==> config.mk <==
export PLATFORM = sky130hd
export DESIGN_NAME = tcp_timer16
export DESIGN_NICKNAME = d
export VERILOG_FILES = /design/src/tcp_pkg.sv /design/src/tcp_timer16.sv
export SDC_FILE = /design/constraint.sdc
export NUM_CORES = 1
export LEC_CHECK = 0
export BUFFER_PORTS_ARGS = -buffer_cell sky130_fd_sc_hd__buf_4
export CORE_MARGIN = 2
export CORE_UTILIZATION = 35
export CTS_CLUSTER_SIZE = 25
export DETAILED_ROUTE_END_ITERATION = 8
export SLEW_MARGIN = 0
export SYNTH_ARGS = -nofsm -noshare
export SYNTH_HDL_FRONTEND = slang
export SYNTH_SLANG_ARGS = --single-unit
==> constraint.sdc <==
create_clock -name pclk -period 2.42 [get_ports pclk]
set_input_delay 0.363 -clock pclk [delete_from_list [all_inputs] [get_ports pclk]]
set_output_delay 0.363 -clock pclk [all_outputs]
set_load 0.1 [all_outputs]
==> src/tcp_pkg.sv <==
package tcp_pkg;

    // ------------------------------------------------------------
    // Register map (byte addresses)
    // ------------------------------------------------------------
    localparam int          ADDR_W          = 8;
    localparam logic [7:0]  OFF_MODE_CTRL   = 8'h00;
    localparam logic [7:0]  OFF_CAPTURE_CTL = 8'h04;
    localparam logic [7:0]  OFF_OUTPUT_CTL  = 8'h08;
    localparam logic [7:0]  OFF_PRESCALE    = 8'h0c;
    localparam logic [7:0]  OFF_COUNT       = 8'h10;
    localparam logic [7:0]  OFF_CAP_CMP_A   = 8'h14;
    localparam logic [7:0]  OFF_CAP_CMP_B   = 8'h18;

    // ------------------------------------------------------------
    // Field positions and reset values
    // ------------------------------------------------------------
    localparam int          MODE_LSB        = 2;
    localparam int          OVF_BIT         = 0;
    localparam int          OUT_EN_BIT      = 0;
    localparam logic [15:0] COUNT_MAX       = 16'hffff;
    localparam logic [15:0] COUNT_ZERO      = 16'h0000;
    localparam logic [15:0] CAP_CMP_RST     = 16'h0000;
    localparam logic [7:0]  PRESCALE_RST    = 8'h00;
    localparam logic [2:0]  CAPTURE_RST     = 3'h0;

    // Prescaler selections; the last one would use pin a as count clock
    localparam logic [1:0]  PRESC_DIV1      = 2'h0;
    localparam logic [1:0]  PRESC_DIV2      = 2'h1;
    localparam logic [1:0]  PRESC_DIV4      = 2'h2;
    localparam logic [1:0]  PRESC_PIN_A     = 2'h3;

    // Valid edge selections per trigger pin
    localparam logic [1:0]  EDGE_FALL       = 2'h0;
    localparam logic [1:0]  EDGE_RISE       = 2'h1;
    localparam logic [1:0]  EDGE_BOTH       = 2'h3;

    typedef enum logic [1:0] {
        MODE_STOP       = 2'b00,
        MODE_FREE_RUN   = 2'b01,
        MODE_CLEAR_EDGE = 2'b10,
        MODE_PPG        = 2'b11
    } tcp_mode_e;

    typedef struct packed {
        logic b_capture;
        logic reverse_phase_select;
        logic a_capture;
    } tcp_cap_ctrl_s;

    typedef struct packed {
        logic [1:0] edge_b;
        logic [1:0] edge_a;
        logic [1:0] spare;
        logic [1:0] presc;
    } tcp_prescale_s;

endpackage

==> src/tcp_timer16.sv <==
// How it works
// - Mode 01 runs the counter freely, one step per count clock.
// - Step past FFFFH sets overflow flag and wraps counter to 0000H.
// - Compare match on register b raises irq b, counter keeps running.
// - Register b captures only on pin a valid edge.
// - Register a captures from pin b or reverse edge of pin a.
// - Valid capture edge copies the counter into the capture register.
// - Compare match on register a raises irq a, counter keeps running.
// - Free-running with both compares: output toggles on either match, but not when both match in the same cycle.
// - Free-running, register b capturing: pin a edge captures, raises irq b.
// - Both capturing: pin a edge fills b, pin b edge fills a.
// - Only pin b edges enabled: register b never captures.
// - Mode 11 clears counter on match with a; output is a pulse train.
// - Pulse period is register a plus one count clocks.
// - Active pulse spans register b plus one count clocks.
// - Mode 00 stops counting and zeroes the counter.
// - Mode 10: each pin a valid edge clears counter, counting continues.
// - Reading the counter never disturbs counting.
// - Reverse-phase capture into register a raises no irq a.
`timescale 1ns/100ps
`default_nettype none

module tcp_timer16
    import tcp_pkg::*;
(
    input  wire logic               pclk,
    input  wire logic               presetn,
    input  wire logic               psel,
    input  wire logic               penable,
    input  wire logic               pwrite,
    input  wire logic [ADDR_W-1:0]  paddr,
    input  wire logic [31:0]        pwdata,
    output logic      [31:0]        prdata,
    output logic                    pready,
    output logic                    pslverr,
    input  wire logic               trigger_pin_a,
    input  wire logic               trigger_pin_b,
    output logic                    wave_out_pin,
    output logic                    wave_out_oe,
    output logic                    event_irq_a,
    output logic                    event_irq_b
);

    // ------------------------------------------------------------
    // Registers and nets
    // ------------------------------------------------------------
    tcp_mode_e      mode_reg;
    logic           overflow_flag;
    tcp_cap_ctrl_s  capture_ctrl_reg;
    logic           output_ctrl_reg;
    tcp_prescale_s  prescale_edge_reg;
    logic [15:0]    count_value_reg;
    logic [15:0]    cap_cmp_reg_a;
    logic [15:0]    cap_cmp_reg_b;
    logic [1:0]     div_reg;
    logic [1:0]     sync1_reg;
    logic [1:0]     sync2_reg;
    logic [1:0]     prev_reg;
    logic           pready_reg;
    logic [31:0]    prdata_reg;
    logic           pslverr_reg;
    logic           wave_reg;
    logic           irq_a_reg;
    logic           irq_b_reg;

    logic           wr_en;
    logic           rd_phase;
    logic           tick;
    logic           running;
    logic [1:0]     rise;
    logic [1:0]     fall;
    logic           edge_a;
    logic           edge_a_opp;
    logic           edge_b;
    logic           match_a;
    logic           match_b;
    logic           cap_a;
    logic           cap_b;
    logic           ovf_event;
    logic           ovf_clear;
    logic [1:0]     opp_cfg;

    function automatic logic edge_hit(input logic r, input logic f, input logic [1:0] cfg);
        logic hit;
        hit = 1'b0;
        case (cfg)
            EDGE_FALL: hit = f;
            EDGE_RISE: hit = r;
            EDGE_BOTH: hit = r | f;
            default:   hit = 1'b0;
        endcase
        return hit;
    endfunction

    // ------------------------------------------------------------
    // Trigger pin synchronisers
    // ------------------------------------------------------------
    logic [1:0] pins;
    assign pins = {trigger_pin_b, trigger_pin_a};

    genvar gi;
    generate
        for (gi = 0; gi < 2; gi++) begin : g_sync
            always_ff @(posedge pclk or negedge presetn) begin
                if (!presetn) begin
                    sync1_reg[gi] <= 1'b0;
                    sync2_reg[gi] <= 1'b0;
                    prev_reg[gi]  <= 1'b0;
                end else begin
                    sync1_reg[gi] <= pins[gi];
                    sync2_reg[gi] <= sync1_reg[gi];
                    prev_reg[gi]  <= sync2_reg[gi];
                end
            end
            assign rise[gi] = sync2_reg[gi] & ~prev_reg[gi];
            assign fall[gi] = ~sync2_reg[gi] & prev_reg[gi];
        end
    endgenerate

    // Reverse phase of the pin a selection; both edges stay both edges
    assign opp_cfg    = (prescale_edge_reg.edge_a == EDGE_RISE) ? EDGE_FALL :
                        (prescale_edge_reg.edge_a == EDGE_FALL) ? EDGE_RISE :
                        prescale_edge_reg.edge_a;
    assign edge_a     = edge_hit(rise[0], fall[0], prescale_edge_reg.edge_a);
    assign edge_a_opp = edge_hit(rise[0], fall[0], opp_cfg);
    assign edge_b     = edge_hit(rise[1], fall[1], prescale_edge_reg.edge_b);

    // ------------------------------------------------------------
    // Count clock and events
    // ------------------------------------------------------------
    assign running = (mode_reg != MODE_STOP);

    always_comb begin
        case (prescale_edge_reg.presc)
            PRESC_DIV1: tick = running;
            PRESC_DIV2: tick = running & div_reg[0];
            PRESC_DIV4: tick = running & (&div_reg);
            default:    tick = 1'b0;
        endcase
    end

    assign match_a   = tick & ~capture_ctrl_reg.a_capture
                       & (count_value_reg == cap_cmp_reg_a);
    assign match_b   = tick & ~capture_ctrl_reg.b_capture
                       & (count_value_reg == cap_cmp_reg_b);
    // Register b listens to pin a only, so pin b edges never reach it
    assign cap_b     = running & capture_ctrl_reg.b_capture & edge_a;
    assign cap_a     = running & capture_ctrl_reg.a_capture
                       & (capture_ctrl_reg.reverse_phase_select ? edge_a_opp : edge_b);
    assign ovf_event = tick & (count_value_reg == COUNT_MAX)
                       & (mode_reg == MODE_FREE_RUN || mode_reg == MODE_CLEAR_EDGE);

    always_ff @(posedge pclk or negedge presetn) begin
        if (!presetn) begin
            div_reg <= 2'h0;
        end else if (!running) begin
            div_reg <= 2'h0;
        end else begin
            div_reg <= div_reg + 2'h1;
        end
    end

    // ------------------------------------------------------------
    // Counter
    // ------------------------------------------------------------
    always_ff @(posedge pclk or negedge presetn) begin
        if (!presetn) begin
            count_value_reg <= COUNT_ZERO;
        end else begin
            case (mode_reg)
                MODE_STOP: begin
                    count_value_reg <= COUNT_ZERO;
                end
                MODE_FREE_RUN: begin
                    if (prescale_edge_reg.presc == PRESC_PIN_A) begin
                        count_value_reg <= COUNT_ZERO;
                    end else if (tick) begin
                        count_value_reg <= count_value_reg + 16'h0001;
                    end
                end
                MODE_CLEAR_EDGE: begin
                    if (edge_a || prescale_edge_reg.presc == PRESC_PIN_A) begin
                        count_value_reg <= COUNT_ZERO;
                    end else if (tick) begin
                        count_value_reg <= count_value_reg + 16'h0001;
                    end
                end
                MODE_PPG: begin
                    if (prescale_edge_reg.presc == PRESC_PIN_A) begin
                        count_value_reg <= COUNT_ZERO;
                    end else if (tick && count_value_reg == cap_cmp_reg_a) begin
                        count_value_reg <= COUNT_ZERO;
                    end else if (tick) begin
                        count_value_reg <= count_value_reg + 16'h0001;
                    end
                end
                default: begin
                    count_value_reg <= COUNT_ZERO;
                end
            endcase
        end
    end

    // ------------------------------------------------------------
    // Register bus: one wait state, data latched on the same edge that raises pready
    // ------------------------------------------------------------
    assign rd_phase = psel & penable & ~pready_reg;
    assign wr_en    = psel & penable & pready_reg & pwrite;

    always_ff @(posedge pclk or negedge presetn) begin
        if (!presetn) begin
            pready_reg  <= 1'b0;
            prdata_reg  <= 32'h0000_0000;
            pslverr_reg <= 1'b0;
        end else begin
            pready_reg  <= rd_phase;
            if (rd_phase) begin
                pslverr_reg <= 1'b0;
                prdata_reg  <= 32'h0000_0000;
                case (paddr)
                    OFF_MODE_CTRL:   prdata_reg <= {28'h0, mode_reg, 1'b0, overflow_flag};
                    OFF_CAPTURE_CTL: prdata_reg <= {29'h0, capture_ctrl_reg};
                    OFF_OUTPUT_CTL:  prdata_reg <= {31'h0, output_ctrl_reg};
                    OFF_PRESCALE:    prdata_reg <= {24'h0, prescale_edge_reg};
                    OFF_COUNT:       prdata_reg <= {16'h0, count_value_reg};
                    OFF_CAP_CMP_A:   prdata_reg <= {16'h0, cap_cmp_reg_a};
                    OFF_CAP_CMP_B:   prdata_reg <= {16'h0, cap_cmp_reg_b};
                    default:         pslverr_reg <= 1'b1;
                endcase
            end
        end
    end

    assign ovf_clear = wr_en && paddr == OFF_MODE_CTRL && !pwdata[OVF_BIT];

    always_ff @(posedge pclk or negedge presetn) begin
        if (!presetn) begin
            mode_reg          <= MODE_STOP;
            capture_ctrl_reg  <= CAPTURE_RST;
            output_ctrl_reg   <= 1'b0;
            prescale_edge_reg <= PRESCALE_RST;
        end else if (wr_en) begin
            case (paddr)
                OFF_MODE_CTRL:   mode_reg          <= tcp_mode_e'(pwdata[MODE_LSB +: 2]);
                OFF_CAPTURE_CTL: capture_ctrl_reg  <= pwdata[2:0];
                OFF_OUTPUT_CTL:  output_ctrl_reg   <= pwdata[OUT_EN_BIT];
                OFF_PRESCALE:    prescale_edge_reg <= pwdata[7:0];
                default: ;
            endcase
        end
    end

    // A fresh overflow beats a clearing write in the same cycle
    always_ff @(posedge pclk or negedge presetn) begin
        if (!presetn) begin
            overflow_flag <= 1'b0;
        end else begin
            overflow_flag <= (overflow_flag & ~ovf_clear) | ovf_event;
        end
    end

    // ------------------------------------------------------------
    // Capture/compare registers; a capture beats a software write
    // ------------------------------------------------------------
    always_ff @(posedge pclk or negedge presetn) begin
        if (!presetn) begin
            cap_cmp_reg_a <= CAP_CMP_RST;
        end else if (cap_a) begin
            cap_cmp_reg_a <= count_value_reg;
        end else if (wr_en && paddr == OFF_CAP_CMP_A) begin
            cap_cmp_reg_a <= pwdata[15:0];
        end
    end

    always_ff @(posedge pclk or negedge presetn) begin
        if (!presetn) begin
            cap_cmp_reg_b <= CAP_CMP_RST;
        end else if (cap_b) begin
            cap_cmp_reg_b <= count_value_reg;
        end else if (wr_en && paddr == OFF_CAP_CMP_B) begin
            cap_cmp_reg_b <= pwdata[15:0];
        end
    end

    // ------------------------------------------------------------
    // Interrupts and wave output
    // ------------------------------------------------------------
    always_ff @(posedge pclk or negedge presetn) begin
        if (!presetn) begin
            irq_a_reg <= 1'b0;
            irq_b_reg <= 1'b0;
        end else begin
            // Reverse-phase captures stay silent so pulse measurement reads cleanly
            irq_a_reg <= match_a | (cap_a & ~capture_ctrl_reg.reverse_phase_select);
            irq_b_reg <= match_b | cap_b;
        end
    end

    // Pulse goes active on the period match and drops on the duty match
    always_ff @(posedge pclk or negedge presetn) begin
        if (!presetn) begin
            wave_reg <= 1'b0;
        end else if (!running || !output_ctrl_reg) begin
            wave_reg <= 1'b0;
        end else if (mode_reg == MODE_PPG) begin
            if (match_a) begin
                wave_reg <= 1'b1;
            end else if (match_b) begin
                wave_reg <= 1'b0;
            end
        end else if (match_a ^ match_b) begin
            wave_reg <= ~wave_reg;
        end
    end

    assign prdata       = prdata_reg;
    assign pready       = pready_reg;
    assign pslverr      = pslverr_reg;
    assign wave_out_pin = wave_reg;
    assign wave_out_oe  = output_ctrl_reg;
    assign event_irq_a  = irq_a_reg;
    assign event_irq_b  = irq_b_reg;
endmodule // tcp_timer16

`default_nettype wire

==> results of run 1 <==
[placed cells by master, fill, tap and decap left out, drive strengths merged, types with 16 or more instances in the layout]
master	Yosys	routed
mux2	44	44
xnor2	39	39
mux2i	29	29
nand2	53	53
o21ai	37	37
buf	31	99
nor2	29	29
nor3	18	18
dfrtp	92	92
conb	1	16
[logic make-up after synthesis]
family | Yosys count
AOI/OAI and AO/OA | 84
xor gates and xnor gates | 47
adders and majority gates | 15
buffers and inverters | 63
DFF | 92
muxes | 73
other | 1
and+or+nand+nor | 156
[worst min-delay path by stage]
stage / endpoint / depth (start not counted) / start
floorplan: cap_cmp_reg_a[0] / 0 / presetn
global placement: sync2_reg[1] / 0 / sync1_reg[1]
detailed placement: sync2_reg[1] / 0 / sync1_reg[1]
CTS: cap_cmp_reg_a[2] / 1 / presetn
global route: sync1_reg[0] / 1 / presetn
finish: sync1_reg[0] / 1 / presetn
[layout make-up]
class | instances | area (µm²)
fillers | 1427 | 8558
inverters | 10 | 37.54
clock buffers | 9 | 225.2
clock inverters | 7 | 58.81
well taps | 188 | 235.2
multi-input cells | 391 | 2890
flip-flops and latches | 92 | 2303
repair buffers | 99 | 780.7
[layer usage]
layer  GRT usage [%]  routed length [µm]  vias up
met4           7.628                 341        0
met5               0                   0        -
met1           23.45                6189     2062
li1                -                   -     1978
met2           30.14                7170      136
met3           3.339                 712       23
[timing repair]
action	CTS	global route
hold endpoints to repair	0	0
endpoints found under the setup margin	1	4
pin swaps	5	4
gates resized for setup	8	6
buffers inserted	0	3
[power by group]
group / switching [mW] / internal, mW / total [mW]
clock network: 0.656 / 0.715 / 1.37
registers: 0.0143 / 1.55 / 1.57
logic: 0.242 / 0.0850 / 0.327
total: 0.913 / 2.35 / 3.27
[worst max-delay path, delay by kind of cell, from the launching register on]
kind / cells / cell delay, ns
fa+ha+maj: 1 / 0.26
flops: 1 / 0.41
xor+xnor: 2 / 0.32
buf+inv: 1 / 0.17
simple gates: 6 / 1.04
[metrics by stage]
step,hold WS [ns],setup WS (ns),instances,setup TNS [ns],utilization [%]
2_1_floorplan,0.06741,0.05664,546,0,-
3_3_place_gp,0.3349,-0.05153,777,-0.05153,40.63
3_5_place_dp,0.3358,-0.1092,777,-0.1092,40.63
4_1_cts,0.05099,0.04827,793,0,42.90
5_1_grt,0.07666,-0.01856,796,-0.01856,43.28
6_report,0.02717,0.1187,796,0,43.28
==> metrics.cfg, run 1 <==
[power]
power_density_nw_per_um2 = 500.1
peakVddDrop_mv = 0.3425
power.total_mw = 3.266
power.leakage_nw = 2.794

[cts]
cts-root-buf = clkbuf_16
clock_latency_ns = 0.36
hold_buffers = 0
cts_tree = yes
h-tree-depth = 3
clock_sink_count = 92
clockBufferDepth = 2
numCtsBuffers = 9
clk_pin_slew_ns = 0.07

[logic_synthesis]
synth_edf_count = 0
ys_ff_latch = 92
synth_area_um2 = 5353
syn_inst = 531
syn_avg_cell_area_um2 = 10.08
async_flop_share_pct = 100.0
netlist.area_leader.share_pct = 43.01
synth_ff_type = dfrtp_1
synthMuxAreaShare_pct = 14.68
synth.most_common_cell = dfrtp_1
yosysWarnings = 0
netlist.top_cell.by_area = dfrtp_1
synth_common_cells = 92 x dfrtp_1, 53 x nand2_1, 44 x mux2_2
synthAdderAreaFrac_pct = 3.506
yosys.area_share.simple_pct = 14.70
synth_area_leaders = dfrtp_1 43%, mux2_2 9.3%, xnor2_1 6.4%, mux2i_1 5.4%, nand2_1 3.7%
ys_types = 49
synthXorXnorAreaFrac_pct = 7.691
synth_top_family_by_area = simple AND/OR/NAND/NOR gates
seq_area_frac_synth_pct = 43.01
synth_compound_area_share_pct = 10.26

[sta]
fmax_mhz = 434.5
setup_viol = 0
period_minus_slack_ns = 2.301
slew_violations = 0
slew_headroom_pct = 57.13
fin_crit_sh_pct = 95.09
tightest_slew_ns = 0.6430
finalHoldViolCount = 0
fin_skew_ns = 0.01018

[cells_and_area]
nets = 665
area_growth_pct = 22.02
final_cell_area_um2 = 6531
drive_above_1_share_pct = 30.43
n_antenna_cell = 0

[critical_path]
path_max_fanout = 2
critPathKind = reg2reg
crit_path_cell_trace = xnor2_2, nand4_1, nor4_2, buf_4, nand2_2, or2_4, ha_4, xor2_1, nor2_1, nor4b_2
cp_slowest_cell = dfrtp_1
worstPathRequired_ns = 2.68
critPathArrivalTime_ns = 2.56
cp-end-kind = flop
r2r_start = cap_cmp_reg_a[8]
r2r_slack_ns = 0.12
worstSetupStartpointType = flop
cp_slowest_stage_delay_ns = 0.41
r2r_cells = 10
startpoint = cap_cmp_reg_a[8]
critPathCapture = wave_out_pin
r2r_end = wave_out_pin

[drt]
wl_per_cell_um = 18.11
first_pass_iters = 4
ant_nets = 0
viasPerCell = 5.275
drc_errors = 0
detailroute.via_count = 4199
drt_wl_total_um = 14410
drt_iter0_drc = 359

[global_route]
grt_pass1_wl_um = 22690
grt_max_degree = 48
first_global_vias = 4186
grt_usage_pct = 18.19
grt_overflow_total = 0
antenna_found_initial = 0

[floorplan]
core_um2 = 15090
initial_core_util_pct = 35.47
fp-row-count = 45
die_h_um = 127.7
fp.dieW_um = 127.7
fp.dieArea_um2 = 16300
ioPinCount = 85

[worst_hold_path]
hp-class = in2async

[run_status]
status = complete, no violations

[placed_design]
hpwl_um = 10500
port-buffer-count = 52
gp_congestion = 0.8639
place_area_um2 = 6131

[run]
max_cap_violations = 0

Power figures use the tool's default switching activity.
==> run 2: changes to the inputs <==
--- a/config.mk
+++ b/config.mk
@@ -8,6 +8,7 @@
 export BUFFER_PORTS_ARGS = -buffer_cell sky130_fd_sc_hd__buf_4
 export CORE_MARGIN = 2
 export CORE_UTILIZATION = 35
+export CTS_BUF_LIST = sky130_fd_sc_hd__clkbuf_4 sky130_fd_sc_hd__clkbuf_8
 export CTS_CLUSTER_SIZE = 25
 export DETAILED_ROUTE_END_ITERATION = 8
 export SLEW_MARGIN = 0
==> run 2 against run 1 <==
Against the previous run: the run now ends with negative hold slack left; critical path depth fell by 3; via count fell by 0.31%; sequential share of layout area rose by 0.67 points; routed wire length fell by 0.12%; register-to-register slack got worse by 0.08 ns; maximum frequency fell by 3.5%; sequential power barely moved; hold slack got worse by 0.044 ns; utilization fell by 0.80 points; total power fell by 11%; clock skew rose by 0.0026 ns; critical path type unchanged; critical endpoint is now overflow_flag; largest power group unchanged; highest routed layer unchanged.
==> metrics.cfg, run 2 (synthesis results as in run 1) <==
[critical_path]
startpoint = mode_reg[0]
critPathArrivalTime_ns = 2.69  ; +0.13 ns
worstSetupStartpointType = flop
r2r_start = mode_reg[0]
r2r_cells = 7  ; -3
critPathKind = reg2reg
cp-end-kind = flop
r2r_end = overflow_flag
worstPathRequired_ns = 2.72  ; +0.04 ns
path_max_fanout = 9  ; +7
r2r_slack_ns = 0.04  ; -0.08 ns

[cells_and_area]
fillers = 1448  ; +1.5%
area_growth_pct = 19.75
n_antenna_cell = 0  ; unchanged
nets = 664  ; -0.15%
final_cell_mix = 95 x buf_4, 91 x dfrtp_1, 52 x nand2_1
utilization_pct = 42.48  ; -0.80 points
multi_input_area_um2 = 2878  ; -0.43%
stdcell_count = 795  ; -0.13%
regArea_um2 = 2303  ; unchanged
drive_above_1_share_pct = 29.98  ; -0.44 points
final_common_cell = buf_4

[placed_design]
dp_slack_ns = -0.1092  ; unchanged
placedCellCount = 777  ; unchanged
gp_congestion = 0.8639  ; unchanged
port-buffer-count = 52  ; unchanged
hpwl_um = 10500  ; unchanged

[sta]
finalHoldViolCount = 24  ; +24
setup_viol = 0  ; unchanged
slew_violations = 0  ; unchanged
fin_skew_ns = 0.01279  ; +0.002612 ns
tightest_slew_ns = 0.6457  ; +0.002630 ns
hold_slack_ns = -0.01702  ; -0.04418 ns
grt_setup_unrepaired = yes
tns_ns = 0  ; unchanged
fmax_mhz = 419.5  ; -3.5%
fin_crit_sh_pct = 98.49  ; +3.4 points
period_minus_slack_ns = 2.384  ; +0.08231 ns
layout_setup_ws_ns = 0.03643  ; -0.08231 ns
slew_headroom_pct = 56.96  ; -0.18 points

[floorplan]
fp.dieArea_um2 = 16300  ; unchanged
core_um2 = 15090  ; unchanged
die_h_um = 127.7  ; unchanged
fp-row-count = 45  ; unchanged
fp.dieW_um = 127.7  ; unchanged
initial_core_util_pct = 35.47  ; unchanged
ioPinCount = 85  ; unchanged

[power]
p_int_mw = 2.029  ; -14%
p_seq_share_pct = 53.9  ; +5.9 points
power_switching_mw = 0.8774  ; -3.9%
swShare_pct = 30.19  ; +2.2 points
peakVddDrop_mv = 0.2690  ; -21%
power_density_nw_per_um2 = 453.4  ; -9.3%
power.leakage_nw = 2.742  ; -1.9%
power_frac_comb_pct = 11.2  ; +1.2 points
clkPwrFrac_pct = 34.8  ; -7.2 points

[cts]
clk_pin_slew_ns = 0.09  ; +0.02 ns
cts-root-buf = clkbuf_8
cts_tree = yes
clockBufferDepth = 2  ; unchanged
hold_buffers = 0  ; unchanged
clock_sink_count = 92  ; unchanged
clock_latency_ns = 0.40  ; +0.04 ns
h-tree-depth = 3  ; unchanged
numCtsBuffers = 9  ; unchanged

[global_route]
grt_pass1_wl_um = 22650  ; -0.15%
antenna_found_initial = 0  ; unchanged
grt_max_degree = 48  ; unchanged
first_global_vias = 4157  ; -0.69%
grt_usage_pct = 18.17  ; -0.019 points
grt_overflow_total = 0  ; unchanged

[drt]
drc_errors = 0  ; unchanged
drt_iter0_drc = 409  ; +14%
drt_wl_total_um = 14400  ; -0.12%
viasPerCell = 5.265  ; -0.18%
first_pass_iters = 4  ; unchanged
detailroute.via_count = 4186  ; -0.31%
ant_nets = 0  ; unchanged
wl_per_cell_um = 18.11  ; about the same

[run]
max_cap_violations = 0  ; unchanged

[run_status]
failed_checks = negative hold slack
status = complete, but fails checks

[worst_hold_path]
hp-class = in2async

-- run 2: how the worst max path moves through the flow --
stage                     cells after the start             to
final                                         7  overflow_flag
after global routing                          7  overflow_flag
after CTS                                    10   wave_out_pin
after detailed placement                     10   wave_out_pin
after global placement                       10   wave_out_pin
after floorplan                              10   wave_out_pin
-- run 2: area by class of cell --
type                            instances  share of cell area (%)
Clock buffer                            9                   1.932
Clock inverter                          7                  0.9174
Inverter                               10                  0.5856
Multi-Input combinational cell        391                   44.90
Sequential cell                        92                   35.94
Tap cell                              188                   3.670
Timing Repair Buffer                   98                   12.06
-- run 2: what timing repair did --
item | in CTS | in global routing
resized for setup | 9 | 3
buffers inserted | 2 | 0
pin swaps | 4 | 3
endpoints found under the setup margin | 1 | 3
-- run 2: power by group through the flow --
stage               clock network [mW]  registers, mW  logic (mW)
floorplan                            0           1.61       0.211
global route                      1.11           1.57       0.349
detailed placement                   0           1.60       0.326
global placement                     0           1.60       0.322
CTS                               1.04           1.57       0.328
finish                            1.01           1.57       0.327
-- run 2: routing by layer --
metal  vias to the layer above  routed length [µm]  global-route usage [%]
met2                       120                7146                   30.01
met4                         0                 323                   7.046
met1                      2067                6206                   23.50
met5                         -                   0                       0
met3                        20                 719                   3.715
li1                       1979                   -                       -
-- run 2: through the flow --
| stage | total power [mW] | instance area, µm² |
|---|---|---|
| after detailed placement | 1.924 | 6131 |
| after CTS | 2.933 | 6395 |
| after global placement | 1.919 | 6131 |
| after floorplan | 1.821 | 5421 |
| after global routing | 3.025 | 6410 |
| final | 2.906 | 6410 |
-- run 2: critical path, cell delays in order, from the launching register on --
cell	delay, ns
dfrtp_1	0.45
inv_1	0.13
ha_1	0.24
buf_4	0.18
nor4bb_1	0.44
a32oi_2	0.23
or2_2	0.39
o31ai_1	0.24
